--- src/cbr_pkg.sv ---
package cbr_pkg;

    // configuration space placement of the bank
    localparam logic [7:0] CBR_OFS_IRQ_LINE = 8'h3c;
    localparam logic [7:0] CBR_OFS_IRQ_PIN = 8'h3d;
    localparam logic [7:0] CBR_OFS_CTRL = 8'h3e;
    localparam logic [5:0] CBR_BANK_DWORD = CBR_OFS_IRQ_LINE[7:2];

    // values after reset and fixed read values
    localparam logic [7:0] CBR_IRQ_LINE_RST = 8'hff;
    localparam logic [7:0] CBR_PIN_FIRST = 8'h01;
    localparam logic [7:0] CBR_PIN_SECOND = 8'h02;
    localparam logic [15:0] CBR_CTRL_RST = 16'h0340;

    // control word layout
    localparam logic [15:0] CBR_CTRL_SOCK_MASK = 16'h07cc;
    localparam logic [15:0] CBR_CTRL_GLOB_WMASK = 16'h0022;
    localparam logic [15:0] CBR_CTRL_GLOB_MASK = 16'h0023;
    localparam int CBR_BIT_POST = 10;
    localparam int CBR_BIT_PF1 = 9;
    localparam int CBR_BIT_PF0 = 8;
    localparam int CBR_BIT_ROUTE = 7;
    localparam int CBR_BIT_CRST = 6;
    localparam int CBR_BIT_MABT = 5;
    localparam int CBR_BIT_VGA = 3;
    localparam int CBR_BIT_ISA = 2;
    localparam int CBR_BIT_CSERR = 1;
    localparam int CBR_BIT_CPERR = 0;

    // forwarding ranges
    localparam logic [31:0] CBR_ISA_TOP = 32'h0001_0000;
    localparam logic [31:0] CBR_VGA_MEM_LO = 32'h000a_0000;
    localparam logic [31:0] CBR_VGA_MEM_HI = 32'h000b_ffff;
    localparam logic [31:0] CBR_VGA_IO0_LO = 32'h0000_03b0;
    localparam logic [31:0] CBR_VGA_IO0_HI = 32'h0000_03bb;
    localparam logic [31:0] CBR_VGA_IO1_LO = 32'h0000_03c0;
    localparam logic [31:0] CBR_VGA_IO1_HI = 32'h0000_03df;

    typedef struct packed {
        logic req;
        logic wr;
        logic func;
        logic [5:0] dword;
        logic [3:0] be;
        logic [31:0] wdata;
    } cbr_cfg_req_t;

    typedef struct packed {
        logic write_post_enable;
        logic window1_prefetchable;
        logic window0_prefetchable;
        logic functional_irq_route_select;
        logic vga_forward_enable;
        logic isa_range_filter_enable;
    } cbr_sock_ctl_t;

endpackage
--- src/cbr_bridge_regs.sv ---
`timescale 1ns/1ps
//Contract
//[RULE_01] per-function line register, resets ff
//[RULE_02] tie set: pin reads 01 both
//[RULE_03] tie clear: pin 01 fn0, 02 fn1
//[RULE_04] software sets serial stream before tie
//[RULE_05] control resets 0340, reserved bits zero
//[RULE_06] bit 10 per socket write posting
//[RULE_07] bit 9 window 1 prefetchable
//[RULE_08] bit 8 window 0 prefetchable
//[RULE_09] bit 7 routes card functional interrupts
//[RULE_10] bit 6 or host reset resets card
//[RULE_11] bit 5 reports card master aborts
//[RULE_12] bit 3 forwards vga ranges
//[RULE_13] bit 2 blocks isa alias io
//[RULE_14] bit 1 forwards card serr
//[RULE_15] bit 0 read-only parity response
//[RULE_16] global bits written through function 0; writes through function 1 reach them too
//[RULE_17] memory windows bounded by base/limit; no base/limit registers here, only the bit 9 and bit 8 prefetchable flags
//[RULE_18] socket bits per function, global shared
module cbr_bridge_regs
    import cbr_pkg::*;
(
    input wire logic i_core_clk,
    input wire logic i_rst_b,
    input wire cbr_cfg_req_t i_cfg,
    output logic o_cfg_ack,
    output logic [31:0] o_cfg_rdata,
    input wire logic i_interrupt_tie_select,
    output cbr_sock_ctl_t [1:0] o_sock_ctl,
    output logic [1:0] o_card_reset_b,
    output logic o_master_abort_report_mode,
    output logic o_card_syserr_forward_enable,
    output logic o_card_parity_response_enable,
    input wire logic [1:0] i_card_master_abort,
    input wire logic i_host_serr_enable,
    output logic [1:0] o_host_target_abort,
    output logic o_host_syserr,
    input wire logic [1:0] i_card_syserr,
    input wire logic [1:0] i_card_parity_err,
    output logic [1:0] o_card_parity_report,
    input wire logic [31:0] i_fwd_addr,
    input wire logic i_fwd_is_io,
    output logic [1:0] o_vga_forward,
    output logic [1:0] o_isa_block
);
    logic [1:0][7:0] irq_line;
    logic [1:0][7:0] next_irq_line;
    logic [1:0][15:0] ctrl_sock;
    logic [1:0][15:0] next_ctrl_sock;
    logic [15:0] ctrl_glob;
    logic [15:0] next_ctrl_glob;
    logic next_ack;
    logic [31:0] next_rdata;
    logic [7:0] pin_value;
    logic [15:0] ctrl_view;
    logic [15:0] wr_ctrl;
    logic bank_hit;
    cbr_sock_ctl_t [1:0] next_sock_ctl;
    logic [1:0] next_card_reset_b;
    logic [1:0] next_target_abort;
    logic next_host_syserr;
    logic [1:0] next_parity_report;

    // configuration access decode, writes and read mux
    always_comb
    begin
        bank_hit = i_cfg.req && i_cfg.dword == CBR_BANK_DWORD;
        next_irq_line = irq_line;
        next_ctrl_sock = ctrl_sock;
        next_ctrl_glob = ctrl_glob;
        wr_ctrl = ctrl_sock[i_cfg.func] | ctrl_glob;
        if (i_cfg.be[2])
            wr_ctrl[7:0] = i_cfg.wdata[23:16];
        if (i_cfg.be[3])
            wr_ctrl[15:8] = i_cfg.wdata[31:24];
        if (bank_hit && i_cfg.wr)
        begin
            if (i_cfg.be[0])
                next_irq_line[i_cfg.func] = i_cfg.wdata[7:0]; // [RULE_01]
            // byte lane 1 is the read-only pin register: ignored
            next_ctrl_sock[i_cfg.func] = wr_ctrl & CBR_CTRL_SOCK_MASK; // [RULE_18]
            // either function reaches the shared copy; software keeps to function 0
            next_ctrl_glob = (ctrl_glob & ~CBR_CTRL_GLOB_WMASK) | (wr_ctrl & CBR_CTRL_GLOB_WMASK); // [RULE_16]
        end
        // tie forces the first interrupt for both functions
        if (i_interrupt_tie_select || !i_cfg.func) // [RULE_04]
            pin_value = CBR_PIN_FIRST; // [RULE_02]
        else
            pin_value = CBR_PIN_SECOND; // [RULE_03]
        ctrl_view = (ctrl_sock[i_cfg.func] & CBR_CTRL_SOCK_MASK) | (ctrl_glob & CBR_CTRL_GLOB_MASK); // [RULE_05]
        next_ack = i_cfg.req;
        next_rdata = 32'h0000_0000;
        if (bank_hit && !i_cfg.wr)
            next_rdata = {ctrl_view, pin_value, irq_line[i_cfg.func]};
    end

    always_ff @(posedge i_core_clk or negedge i_rst_b)
    begin
        if (!i_rst_b)
        begin
            irq_line <= {2{CBR_IRQ_LINE_RST}};
            ctrl_sock <= {2{CBR_CTRL_RST & CBR_CTRL_SOCK_MASK}}; // [RULE_05]
            ctrl_glob <= CBR_CTRL_RST & CBR_CTRL_GLOB_MASK;
            o_cfg_ack <= 1'b0;
            o_cfg_rdata <= 32'h0000_0000;
        end
        else
        begin
            irq_line <= next_irq_line;
            ctrl_sock <= next_ctrl_sock;
            ctrl_glob <= next_ctrl_glob;
            o_cfg_ack <= next_ack;
            o_cfg_rdata <= next_rdata;
        end
    end

    // control word fanned out to the bridge datapath, one register late
    always_comb
    begin
        for (int s = 0; s < 2; s++)
        begin
            next_sock_ctl[s].write_post_enable = ctrl_sock[s][CBR_BIT_POST]; // [RULE_06]
            next_sock_ctl[s].window1_prefetchable = ctrl_sock[s][CBR_BIT_PF1]; // [RULE_07] [RULE_17]
            next_sock_ctl[s].window0_prefetchable = ctrl_sock[s][CBR_BIT_PF0]; // [RULE_08] [RULE_17]
            next_sock_ctl[s].functional_irq_route_select = ctrl_sock[s][CBR_BIT_ROUTE]; // [RULE_09]
            next_sock_ctl[s].vga_forward_enable = ctrl_sock[s][CBR_BIT_VGA]; // [RULE_12]
            next_sock_ctl[s].isa_range_filter_enable = ctrl_sock[s][CBR_BIT_ISA]; // [RULE_13]
            next_card_reset_b[s] = !ctrl_sock[s][CBR_BIT_CRST]; // [RULE_10]
            // abort reported only in report mode; serr still needs host enable
            next_target_abort[s] = i_card_master_abort[s] && ctrl_glob[CBR_BIT_MABT]; // [RULE_11]
            next_parity_report[s] = i_card_parity_err[s] && ctrl_glob[CBR_BIT_CPERR]; // [RULE_15]
        end
        next_host_syserr = (|i_card_syserr && ctrl_glob[CBR_BIT_CSERR]) || // [RULE_14]
                           (|i_card_master_abort && ctrl_glob[CBR_BIT_MABT] && i_host_serr_enable); // [RULE_11]
    end

    always_ff @(posedge i_core_clk or negedge i_rst_b)
    begin
        if (!i_rst_b)
        begin
            o_sock_ctl <= '0;
            o_card_reset_b <= 2'b00; // host reset holds both cards in reset [RULE_10]
            o_master_abort_report_mode <= 1'b0;
            o_card_syserr_forward_enable <= 1'b0;
            o_card_parity_response_enable <= 1'b0;
            o_host_target_abort <= 2'b00;
            o_host_syserr <= 1'b0;
            o_card_parity_report <= 2'b00;
        end
        else
        begin
            o_sock_ctl <= next_sock_ctl;
            o_card_reset_b <= next_card_reset_b;
            o_master_abort_report_mode <= ctrl_glob[CBR_BIT_MABT];
            o_card_syserr_forward_enable <= ctrl_glob[CBR_BIT_CSERR];
            o_card_parity_response_enable <= ctrl_glob[CBR_BIT_CPERR];
            o_host_target_abort <= next_target_abort;
            o_host_syserr <= next_host_syserr;
            o_card_parity_report <= next_parity_report;
        end
    end

    // one range decoder per socket
    for (genvar s = 0; s < 2; s++)
    begin : g_sock
        cbr_fwd_decode u_decode (
            .i_core_clk(i_core_clk),
            .i_rst_b(i_rst_b),
            .i_addr(i_fwd_addr),
            .i_is_io(i_fwd_is_io),
            .i_vga_enable(o_sock_ctl[s].vga_forward_enable),
            .i_isa_enable(o_sock_ctl[s].isa_range_filter_enable),
            .o_vga_forward(o_vga_forward[s]),
            .o_isa_block(o_isa_block[s])
        );
    end
endmodule

--- src/cbr_fwd_decode.sv ---
`timescale 1ns/1ps
module cbr_fwd_decode
    import cbr_pkg::*;
(
    input wire logic i_core_clk,
    input wire logic i_rst_b,
    input wire logic [31:0] i_addr,
    input wire logic i_is_io,
    input wire logic i_vga_enable,
    input wire logic i_isa_enable,
    output logic o_vga_forward,
    output logic o_isa_block
);
    logic next_vga_forward;
    logic next_isa_block;
    logic vga_hit;

    // vga window and isa alias decode
    always_comb
    begin
        if (i_is_io)
            vga_hit = (i_addr >= CBR_VGA_IO0_LO && i_addr <= CBR_VGA_IO0_HI) ||
                      (i_addr >= CBR_VGA_IO1_LO && i_addr <= CBR_VGA_IO1_HI);
        else
            vga_hit = i_addr >= CBR_VGA_MEM_LO && i_addr <= CBR_VGA_MEM_HI;
        next_vga_forward = i_vga_enable && vga_hit; // [RULE_12]
        // top 768 bytes of each 1k block below 64k are the isa aliases
        next_isa_block = i_isa_enable && i_is_io && i_addr < CBR_ISA_TOP && i_addr[9:8] != 2'b00; // [RULE_13]
    end

    always_ff @(posedge i_core_clk or negedge i_rst_b)
    begin
        if (!i_rst_b)
        begin
            o_vga_forward <= 1'b0;
            o_isa_block <= 1'b0;
        end
        else
        begin
            o_vga_forward <= next_vga_forward;
            o_isa_block <= next_isa_block;
        end
    end
endmodule

--- config.mk ---
export PLATFORM = sky130hd
export DESIGN_NAME = cbr_bridge_regs
export DESIGN_NICKNAME = d
export VERILOG_FILES = /design/src/cbr_pkg.sv /design/src/cbr_bridge_regs.sv /design/src/cbr_fwd_decode.sv
export SDC_FILE = /design/constraint.sdc
export NUM_CORES = 1
export LEC_CHECK = 0
export ABC_AREA = 1
export BUFFER_PORTS_ARGS = -buffer_cell sky130_fd_sc_hd__buf_2
export CAP_MARGIN = 10
export CORE_MARGIN = 2
export CORE_UTILIZATION = 35
export CTS_BUF_LIST = sky130_fd_sc_hd__clkbuf_4
export DETAILED_ROUTE_END_ITERATION = 7
export SLEW_MARGIN = 10
export SYNTH_ARGS = -nofsm -noshare
export SYNTH_HDL_FRONTEND = slang
export SYNTH_SLANG_ARGS = --single-unit
--- constraint.sdc ---
create_clock -name i_core_clk -period 1.7 [get_ports i_core_clk]
set_input_delay 0 -clock i_core_clk [delete_from_list [all_inputs] [get_ports i_core_clk]]
set_output_delay 0 -clock i_core_clk [all_outputs]
set_load 0.01 [all_outputs]
==> results of run 1 <==
## worst max-delay path: stages
cell and delay [ns]:
sky130_fd_sc_hd__dlygate4sd3_1 0.54, sky130_fd_sc_hd__buf_2 0.13, sky130_fd_sc_hd__nand2_1 0.05, sky130_fd_sc_hd__dlygate4sd3_1 0.54, sky130_fd_sc_hd__nand2_1 0.05, sky130_fd_sc_hd__dlygate4sd3_1 0.58, sky130_fd_sc_hd__nor2_1 0.10
## path summary, 6_finish.rpt
kind                                                              end  slack [ns]  depth (start not counted)
setup / recovery           g_sock[1].u_decode.o_vga_forward$_DFF_PN0_        0.05                          7
hold / removal                              ctrl_sock[10]$_DFFE_PN0P_       -0.04                          4
setup reg to reg                            ctrl_sock[25]$_DFFE_PN1P_        0.50                          6
hold reg to reg                               o_sock_ctl[6]$_DFF_PN0_        0.39                          0
max in group asynchronous                    irq_line[15]$_DFFE_PN1P_        1.02                          3
min in group asynchronous        o_master_abort_report_mode$_DFF_PN0_        0.04                          2
## sequential cells by signal, summed over array words and instances (netlist names)
register                       flops
ctrl_glob                          2
ctrl_sock                         14
g_sock.u_decode.o_isa_block        2
g_sock.u_decode.o_vga_forward      2
irq_line                          16
o_card_reset_b                     2
o_card_syserr_forward_enable       1
o_cfg_ack                          1
o_cfg_rdata                       19
o_host_syserr                      1
o_host_target_abort                2
o_master_abort_report_mode         1
o_sock_ctl                        12
## where the power goes
group / internal, mW / switching, mW / total [mW]
registers: 1.87 / 0.0295 / 1.90
logic: 0.177 / 0.210 / 0.387
clock network: 0.488 / 0.591 / 1.08
total: 2.53 / 0.830 / 3.36
## area by class of cell
cell class	count	area (um2)
Tap cell	108	135
Multi-Input combinational cell	222	988
Clock inverter	4	42.5
Clock buffer	12	90.1
Fill cell	851	4480
Sequential cell	75	1900
Timing Repair Buffer	159	1030
Inverter	25	93.8
## logic make-up after synthesis
| kind of cell | after synthesis | synth area share (%) |
|---|---|---|
| other | 1 | 0.118 |
| flip-flops | 75 | 59.9 |
| AND/OR/NAND/NOR | 165 | 22.7 |
| AO/OA/AOI/OAI | 41 | 6.45 |
| buffers and inverters | 60 | 10.8 |
## placed cells by master, fill, tap and decap left out
master                          instances
sky130_fd_sc_hd__inv_1                 25
sky130_fd_sc_hd__conb_1                16
sky130_fd_sc_hd__nor2_4                 1
sky130_fd_sc_hd__nand3_4                1
sky130_fd_sc_hd__nand2_1              104
sky130_fd_sc_hd__dfrtp_1               53
sky130_fd_sc_hd__buf_2                109
sky130_fd_sc_hd__and2_1                 1
sky130_fd_sc_hd__buf_4                  9
sky130_fd_sc_hd__clkinv_2               1
sky130_fd_sc_hd__nand3b_2               1
sky130_fd_sc_hd__clkbuf_4              12
sky130_fd_sc_hd__nor2_1                29
sky130_fd_sc_hd__nand2_2                2
sky130_fd_sc_hd__bufinv_16              1
sky130_fd_sc_hd__clkinv_1               2
sky130_fd_sc_hd__dfstp_2               22
sky130_fd_sc_hd__dlygate4sd3_1         40
sky130_fd_sc_hd__nand3_1               18
sky130_fd_sc_hd__nor3_1                 3
sky130_fd_sc_hd__o21ai_0               32
sky130_fd_sc_hd__nor2_2                 1
sky130_fd_sc_hd__nand4_1                1
sky130_fd_sc_hd__o21ai_1                1
sky130_fd_sc_hd__buf_12                 1
sky130_fd_sc_hd__a21oi_1                8
sky130_fd_sc_hd__nor2_8                 2
sky130_fd_sc_hd__nand3b_1               1
## repair_timing
action                                  4_1_cts  5_1_grt
endpoints found under the setup margin        0        5
hold endpoints to repair                     95        0
setup buffers                                 0        5
hold buffers                                 41        0
## metal layers
metal	global-route usage, %	share of wire (%)	wire (um)
met1	19.5	43	3210
met2	26.4	47	3460
met3	4.43	8.1	597
met4	6.32	1.7	124
met5	0	0	0
==> out/qor.csv, run 1 <==
stage;metric;value;unit
clocking;post_cts resized;0;
power_and_ir_drop;power per standard cell area;784;nW/um2
clocking;total clock buffers created by CTS;9;
synthesis;post-synthesis sequential element count;75;
synthesis;leading cell type by number of instances after synthesis;sky130_fd_sc_hd__nand2_1;
worst_setup_path;data required time at the worst endpoint;2.05;ns
placement;Cell Count Post-Placement;544;
floorplanning;Top-Level Pins;147;
outcome;run status;complete, but fails checks;
synthesis;cell taking the most area after synthesis;sky130_fd_sc_hd__dfrtp_1;
outcome;failing checks;hold timing;
floorplanning;x dimension of the die;99.3;um
timing;final critical-path setup slack;0.0525;ns
finish;net count of the finished layout;580;
flow_run;number of violations of the max-capacitance limit;0;
worst_setup_path;capturing element type of the critical path;flip-flop;
placement;pre-CTS setup slack;0.376;ns
timing;count of endpoints failing setup in the final report;0;
clocking;Root Buffer Master;sky130_fd_sc_hd__clkbuf_4;
timing;Worst Tran Pin Value;0.508;ns
synthesis;count of flip-flops with a built-in enable after synthesis;0;
synthesis;Yosys cell types;24;
clocking;CTS tree;yes;
hold_path;worst min-delay path class;input pin to flip-flop;
synthesis;per-instance average area after synthesis;9.30;um2
floorplanning;die outline area;9870;um2
worst_setup_path;type of element launching the critical path;input pin;
grt;GRT Residual Overflow;0;
drt;Initial DRT Pass Iterations;4;
synthesis;top cell type's share of synthesized area;41.7;%
clocking;number of H-tree branching levels;3;
finish;Post-Route Utilization;48.9;%
floorplanning;number of rows created at floorplan;34;
timing;skew final;0.0171;ns
drt;post-detailed-route count of antenna-violating nets;0;
clocking;TritonCTS sink count;75;
synthesis;Synth async-reset ratio;100;%
drt;mean number of vias per cell;4.46;
hold_path;source of the worst hold timing path;i_cfg[35];
grt;all-layer global routing usage;15.8;%
finish;post-route cell area;4290;um2
drt;post-route DRC violation count;0;
timing;Final Slew Violations;0;
grt;first-pass GRT wire length;12.2;mm
worst_setup_path;launching point of the worst reg2reg path;ctrl_sock[25]$_DFFE_PN1P_;
worst_setup_path;worst-path fanout max;3;
synthesis;cell types with the highest counts after synthesis;104 x sky130_fd_sc_hd__nand2_1, 53 x sky130_fd_sc_hd__dfrtp_1, 32 x sky130_fd_sc_hd__o21ai_0;
grt;number of global-route vias before repair;2653;
finish;area growth from synthesis to layout;34.8;%
placement;placer's final routability congestion estimate;0.746;
power_and_ir_drop;Leak Pwr;2.27;nW
timing;Final Hold Slack;-0.0370;ns
timing;share of the clock period used by the worst path;96.9;%
finish;final cell count without fillers;605;
floorplanning;area of the core region;8760;um2
drt;Detailed Route Iter0 Violations;53;
clocking;deepest clock path buffer count;2;
timing;post-layout minimum cycle time;1.65;ns
worst_setup_path;Crit Path Category;input pin to flip-flop;
finish;share of layout cells above drive strength 1;32.8;%
placement;IO buf count;110;
timing;Setup Total Neg Slack;0;ns
worst_setup_path;CP startpoint;i_fwd_is_io;
synthesis;cell types with the largest area share after synthesis;sky130_fd_sc_hd__dfrtp_1 42%, sky130_fd_sc_hd__dfstp_2 18%, sky130_fd_sc_hd__nand2_1 12%;
grt;largest net degree at the start of global routing;45;
worst_setup_path;arrival time reported for the critical path endpoint;2.00;ns
finish;number of antenna cells inserted;0;
drt;routed wirelength normalized by instance count;12.2;um
grt;number of antenna violations at the first check in global routing;0;
clocking;clock latency on the worst-skew pair;0.42;ns
timing;unrepaired setup endpoints after global routing;false;
timing;hold violation total from the final report;2;
floorplanning;Initial Utilization;36.3;%
power_and_ir_drop;maximum vdd drop;0.325;mV
drt;via total after detailed routing;2698;
synthesis;sequential share of the synthesized area;59.9;%
synthesis;predominant post-synthesis flop cell;sky130_fd_sc_hd__dfrtp_1;
timing;worst rel slew slack;65.9;%
floorplanning;Chip Height;99.3;um
synthesis;count of mapped cells out of synthesis;342;
timing;highest clock rate;0.607;GHz
placement;post-detailed-placement cell area;3720;um2
placement;DP Wirelength;4.83;mm
drt;Post-Route WL;7.39;mm
synthesis;Yosys Warn Count;0;
clocking;clock-pin slew of the registers on the worst-case setup and hold paths;0.11;ns
power_and_ir_drop;Design Power;3.36;mW
synthesis;post-synthesis instance area;3180;um2
Note: power is estimated with default switching activity, not from simulation.
==> run 2, diff against run 1 <==
--- a/config.mk
+++ b/config.mk
@@ -15,4 +15,5 @@
 export SLEW_MARGIN = 10
 export SYNTH_ARGS = -nofsm -noshare
 export SYNTH_HDL_FRONTEND = slang
+export SYNTH_HIERARCHICAL = 1
 export SYNTH_SLANG_ARGS = --single-unit
==> run 2 against run 1 <==
- the flow now finishes without violations
- wire length rose by 13%
- worst hold slack better by 0.091 ns
- power shrank 0.93%
- final cell count is 15% higher
- via count up 15%
- sequential share of layout area is 3.5 points lower
- clock-buffer cell count is 1 lower
- clock skew fell by 0.0079 ns
- first-iteration DRC count rose by 98%
- synthesized cell count is 16% higher
- combinational power grew 22%
==> out/qor.csv, run 2 <==
stage;metric;value;unit
finish;Post-Route Utilization;48.1;%
worst_setup_path;worst-path fanout max;2;
clocking;clock-pin slew of the registers on the worst-case setup and hold paths;0.12;ns
drt;Initial DRT Pass Iterations;4;
clocking;number of H-tree branching levels;3;
worst_setup_path;launching point of the worst reg2reg path;ctrl_sock[19]$_DFFE_PN0P_;
drt;via total after detailed routing;3093;
power_and_ir_drop;Design Power;3.33;mW
floorplanning;area of the core region;9680;um2
synthesis;post-synthesis sequential element count;75;
power_and_ir_drop;Leak Pwr;2.44;nW
placement;placer's final routability congestion estimate;0.803;
synthesis;Yosys Warn Count;6;
placement;pre-CTS setup slack;0.455;ns
power_and_ir_drop;maximum vdd drop;0.563;mV
timing;Final Hold Slack;0.0545;ns
timing;count of endpoints failing setup in the final report;0;
synthesis;leading cell type by number of instances after synthesis;sky130_fd_sc_hd__nand2_1;
synthesis;Synth async-reset ratio;100;%
finish;Layout fillers;966;
finish;area growth from synthesis to layout;34.9;%
synthesis;predominant post-synthesis flop cell;sky130_fd_sc_hd__dfrtp_1;
synthesis;Yosys cell types;27;
timing;share of the clock period used by the worst path;98.0;%
timing;final critical-path setup slack;0.0344;ns
placement;IO buf count;110;
worst_setup_path;cell-by-cell listing of the critical path;dlygate4sd3_1 -> buf_2 -> nand2_1 -> dlygate4sd3_1 -> o21ai_2 -> dlygate4sd3_1 -> nand2_1 -> o21ai_1;
grt;all-layer global routing usage;16.1;%
worst_setup_path;worst reg2reg path endpoint;ctrl_sock[19]$_DFFE_PN0P_;
finish;combined flip-flop and latch cell area;1900;um2
synthesis;top cell type's share of synthesized area;38.4;%
floorplanning;die outline area;10700;um2
worst_setup_path;Crit Path Category;input pin to flip-flop;
timing;unrepaired setup endpoints after global routing;false;
worst_setup_path;type of element launching the critical path;input pin;
synthesis;cell taking the most area after synthesis;sky130_fd_sc_hd__dfrtp_1;
finish;final cell count without fillers;696;
synthesis;per-instance average area after synthesis;8.67;um2
finish;number of flip-flops under the largest register name;19;
power_and_ir_drop;power per standard cell area;715;nW/um2
drt;mean number of vias per cell;4.44;
clocking;post_cts resized;0;
floorplanning;Chip Height;103;um
clocking;Root Buffer Master;sky130_fd_sc_hd__clkbuf_4;
floorplanning;number of rows created at floorplan;36;
floorplanning;Top-Level Pins;147;
clocking;CTS tree;yes;
drt;Detailed Route Iter0 Violations;105;
drt;post-route DRC violation count;0;
outcome;run status;finished clean;
placement;Cell Count Post-Placement;632;
worst_setup_path;family with the most delay on the worst path;buffers and inverters;
finish;net count of the finished layout;646;
finish;post-route cell area;4660;um2
synthesis;count of mapped cells out of synthesis;398;
finish;share of layout cells above drive strength 1;31.3;%
placement;post-detailed-placement cell area;4060;um2
clocking;TritonCTS sink count;75;
synthesis;count of flip-flops with a built-in enable after synthesis;0;
worst_setup_path;worst setup path endpoint;ctrl_sock[26]$_DFFE_PN0P_;
grt;GRT Residual Overflow;0;
clocking;clock latency on the worst-skew pair;0.43;ns
synthesis;post-synthesis instance area;3450;um2
finish;number of antenna cells inserted;0;
drt;routed wirelength normalized by instance count;12.0;um
finish;register name with the most flops;o_cfg_rdata;
worst_setup_path;Buf/Inv on CP;4;
drt;Post-Route WL;8.37;mm
hold_path;hold-critical path depth;3;
worst_setup_path;slowest stage delay, CP;0.56;ns
worst_setup_path;CP startpoint;i_cfg[26];
worst_setup_path;arrival time reported for the critical path endpoint;2.00;ns
worst_setup_path;most used cell, CP;sky130_fd_sc_hd__dlygate4sd3_1;
grt;first-pass GRT wire length;13.0;mm
finish;most frequent standard cell in the layout excluding fill and tap cells;sky130_fd_sc_hd__nand2_1;
worst_setup_path;worst reg2reg path depth;7;
flow_run;number of violations of the max-capacitance limit;0;
grt;number of global-route vias before repair;2905;
hold_path;worst min-delay path class;input pin to flip-flop;
finish;combined area of the multi-input logic cells;1210;um2
placement;DP Wirelength;5.57;mm
timing;worst rel slew slack;62.8;%
clocking;total clock buffers created by CTS;9;
finish;registers with the most flip-flops;o_cfg_rdata x19, irq_line x16, ctrl_sock x14;
floorplanning;x dimension of the die;103;um
floorplanning;Initial Utilization;35.6;%
worst_setup_path;master of the slowest instance on the critical path;sky130_fd_sc_hd__dlygate4sd3_1;
worst_setup_path;capturing element type of the critical path;flip-flop;
worst_setup_path;cell count along the critical path;8;
timing;Final Slew Violations;0;
timing;Worst Tran Pin Value;0.558;ns
worst_setup_path;setup slack on the worst flop-to-flop path;0.23;ns
drt;post-detailed-route count of antenna-violating nets;0;
synthesis;cell types with the largest area share after synthesis;sky130_fd_sc_hd__dfrtp_1 38%, sky130_fd_sc_hd__dfstp_2 17%, sky130_fd_sc_hd__nand2_1 14%;
clocking;post-CTS setup buffers;0;
grt;number of antenna violations at the first check in global routing;0;
timing;post-layout minimum cycle time;1.67;ns
timing;Setup Total Neg Slack;0;ns
grt;largest net degree at the start of global routing;43;
worst_setup_path;data required time at the worst endpoint;2.04;ns
clocking;deepest clock path buffer count;2;
timing;highest clock rate;0.600;GHz
timing;skew final;0.00918;ns
finish;leading cell types in the layout, fill and taps excluded;126 x sky130_fd_sc_hd__nand2_1, 109 x sky130_fd_sc_hd__buf_2, 53 x sky130_fd_sc_hd__dfrtp_1, 48 x sky130_fd_sc_hd__dlygate4sd3_1, 47 x sky130_fd_sc_hd__inv_1;
synthesis;cell types with the highest counts after synthesis;126 x sky130_fd_sc_hd__nand2_1, 53 x sky130_fd_sc_hd__dfrtp_1, 47 x sky130_fd_sc_hd__inv_1;
synthesis;sequential share of the synthesized area;55.2;%
timing;hold violation total from the final report;0;
## run 2: changes by cell type after synthesis, moves of 3 or more
cell | before | now
sky130_fd_sc_hd__buf_4 | 24 | 18
sky130_fd_sc_hd__clkbuf_1 | 3 | 0
sky130_fd_sc_hd__inv_1 | 25 | 47
sky130_fd_sc_hd__nand2_1 | 104 | 126
sky130_fd_sc_hd__nand3_1 | 18 | 24
sky130_fd_sc_hd__nor2_2 | 1 | 11
sky130_fd_sc_hd__o21ai_0 | 32 | 13
sky130_fd_sc_hd__o21ai_1 | 1 | 9
sky130_fd_sc_hd__o21ai_2 | 0 | 10
## run 2: what timing repair did
item	in CTS	in global routing
hold buffers	49	2
hold endpoints to repair	117	5
endpoints found under the setup margin	0	4
## run 2: kinds of logic (layout without fill, tap and decap cells)
| kind of cell | Yosys count | in the layout | synth area share (%) |
|---|---|---|---|
| DFF | 75 | 75 | 55.2 |
| other | 1 | 16 | 0.109 |
| AOI/OAI and AO/OA | 44 | 44 | 7.76 |
| and+or+nand+nor | 203 | 203 | 25.6 |
| buffers and inverters | 75 | 225 | 11.3 |
## run 2: how the worst min path moves through the flow
stage               startpoint                       end  slack (ns)
floorplan              i_rst_b  ctrl_glob[1]$_DFFE_PN0P_       -0.30
CTS                  i_cfg[34]  ctrl_sock[2]$_DFFE_PN0P_       0.003
global route         i_cfg[43]  irq_line[14]$_DFFE_PN1P_        0.05
finish               i_cfg[42]  ctrl_sock[3]$_DFFE_PN0P_        0.05
global placement       i_rst_b  o_cfg_rdata[2]$_DFF_PN0_        0.02
detailed placement     i_rst_b  o_cfg_rdata[2]$_DFF_PN0_        0.03
## run 2: per-layer routing
metal	track usage, %	wire (um)	up-vias
met1	18.3	3420	1431
met4	7.39	124	0
met5	0	0	-
met2	28.5	4210	129
li1	-	-	1522
met3	4.10	609	11
## run 2: cell type report
| class | instances | share of cell area [%] |
|---|---|---|
| clock buffers | 11 | 1.77 |
| well taps | 133 | 3.57 |
| repair buffers | 161 | 23.2 |
| clock inverters | 5 | 0.672 |
| multi-input cells | 263 | 26.0 |
| inverters | 48 | 3.87 |
| flip-flops and latches | 75 | 40.9 |
## run 2: power breakdown
part / leakage, nW / switching, mW / internal (mW)
Clock: 0.0582 / 0.631 / 0.326
Sequential: 0.889 / 0.0319 / 1.87
Combinational: 1.49 / 0.259 / 0.214
Total: 2.44 / 0.922 / 2.41
## run 2: worst reg2reg max path, stage by stage (launching register included)
cell and delay (ns):
sky130_fd_sc_hd__dfrtp_1 0.39, sky130_fd_sc_hd__inv_1 0.07, sky130_fd_sc_hd__nand2_1 0.06, sky130_fd_sc_hd__o21ai_2 0.09, sky130_fd_sc_hd__o21ai_2 0.07, sky130_fd_sc_hd__dlygate4sd3_1 0.58, sky130_fd_sc_hd__nand2_1 0.07, sky130_fd_sc_hd__o21ai_1 0.05
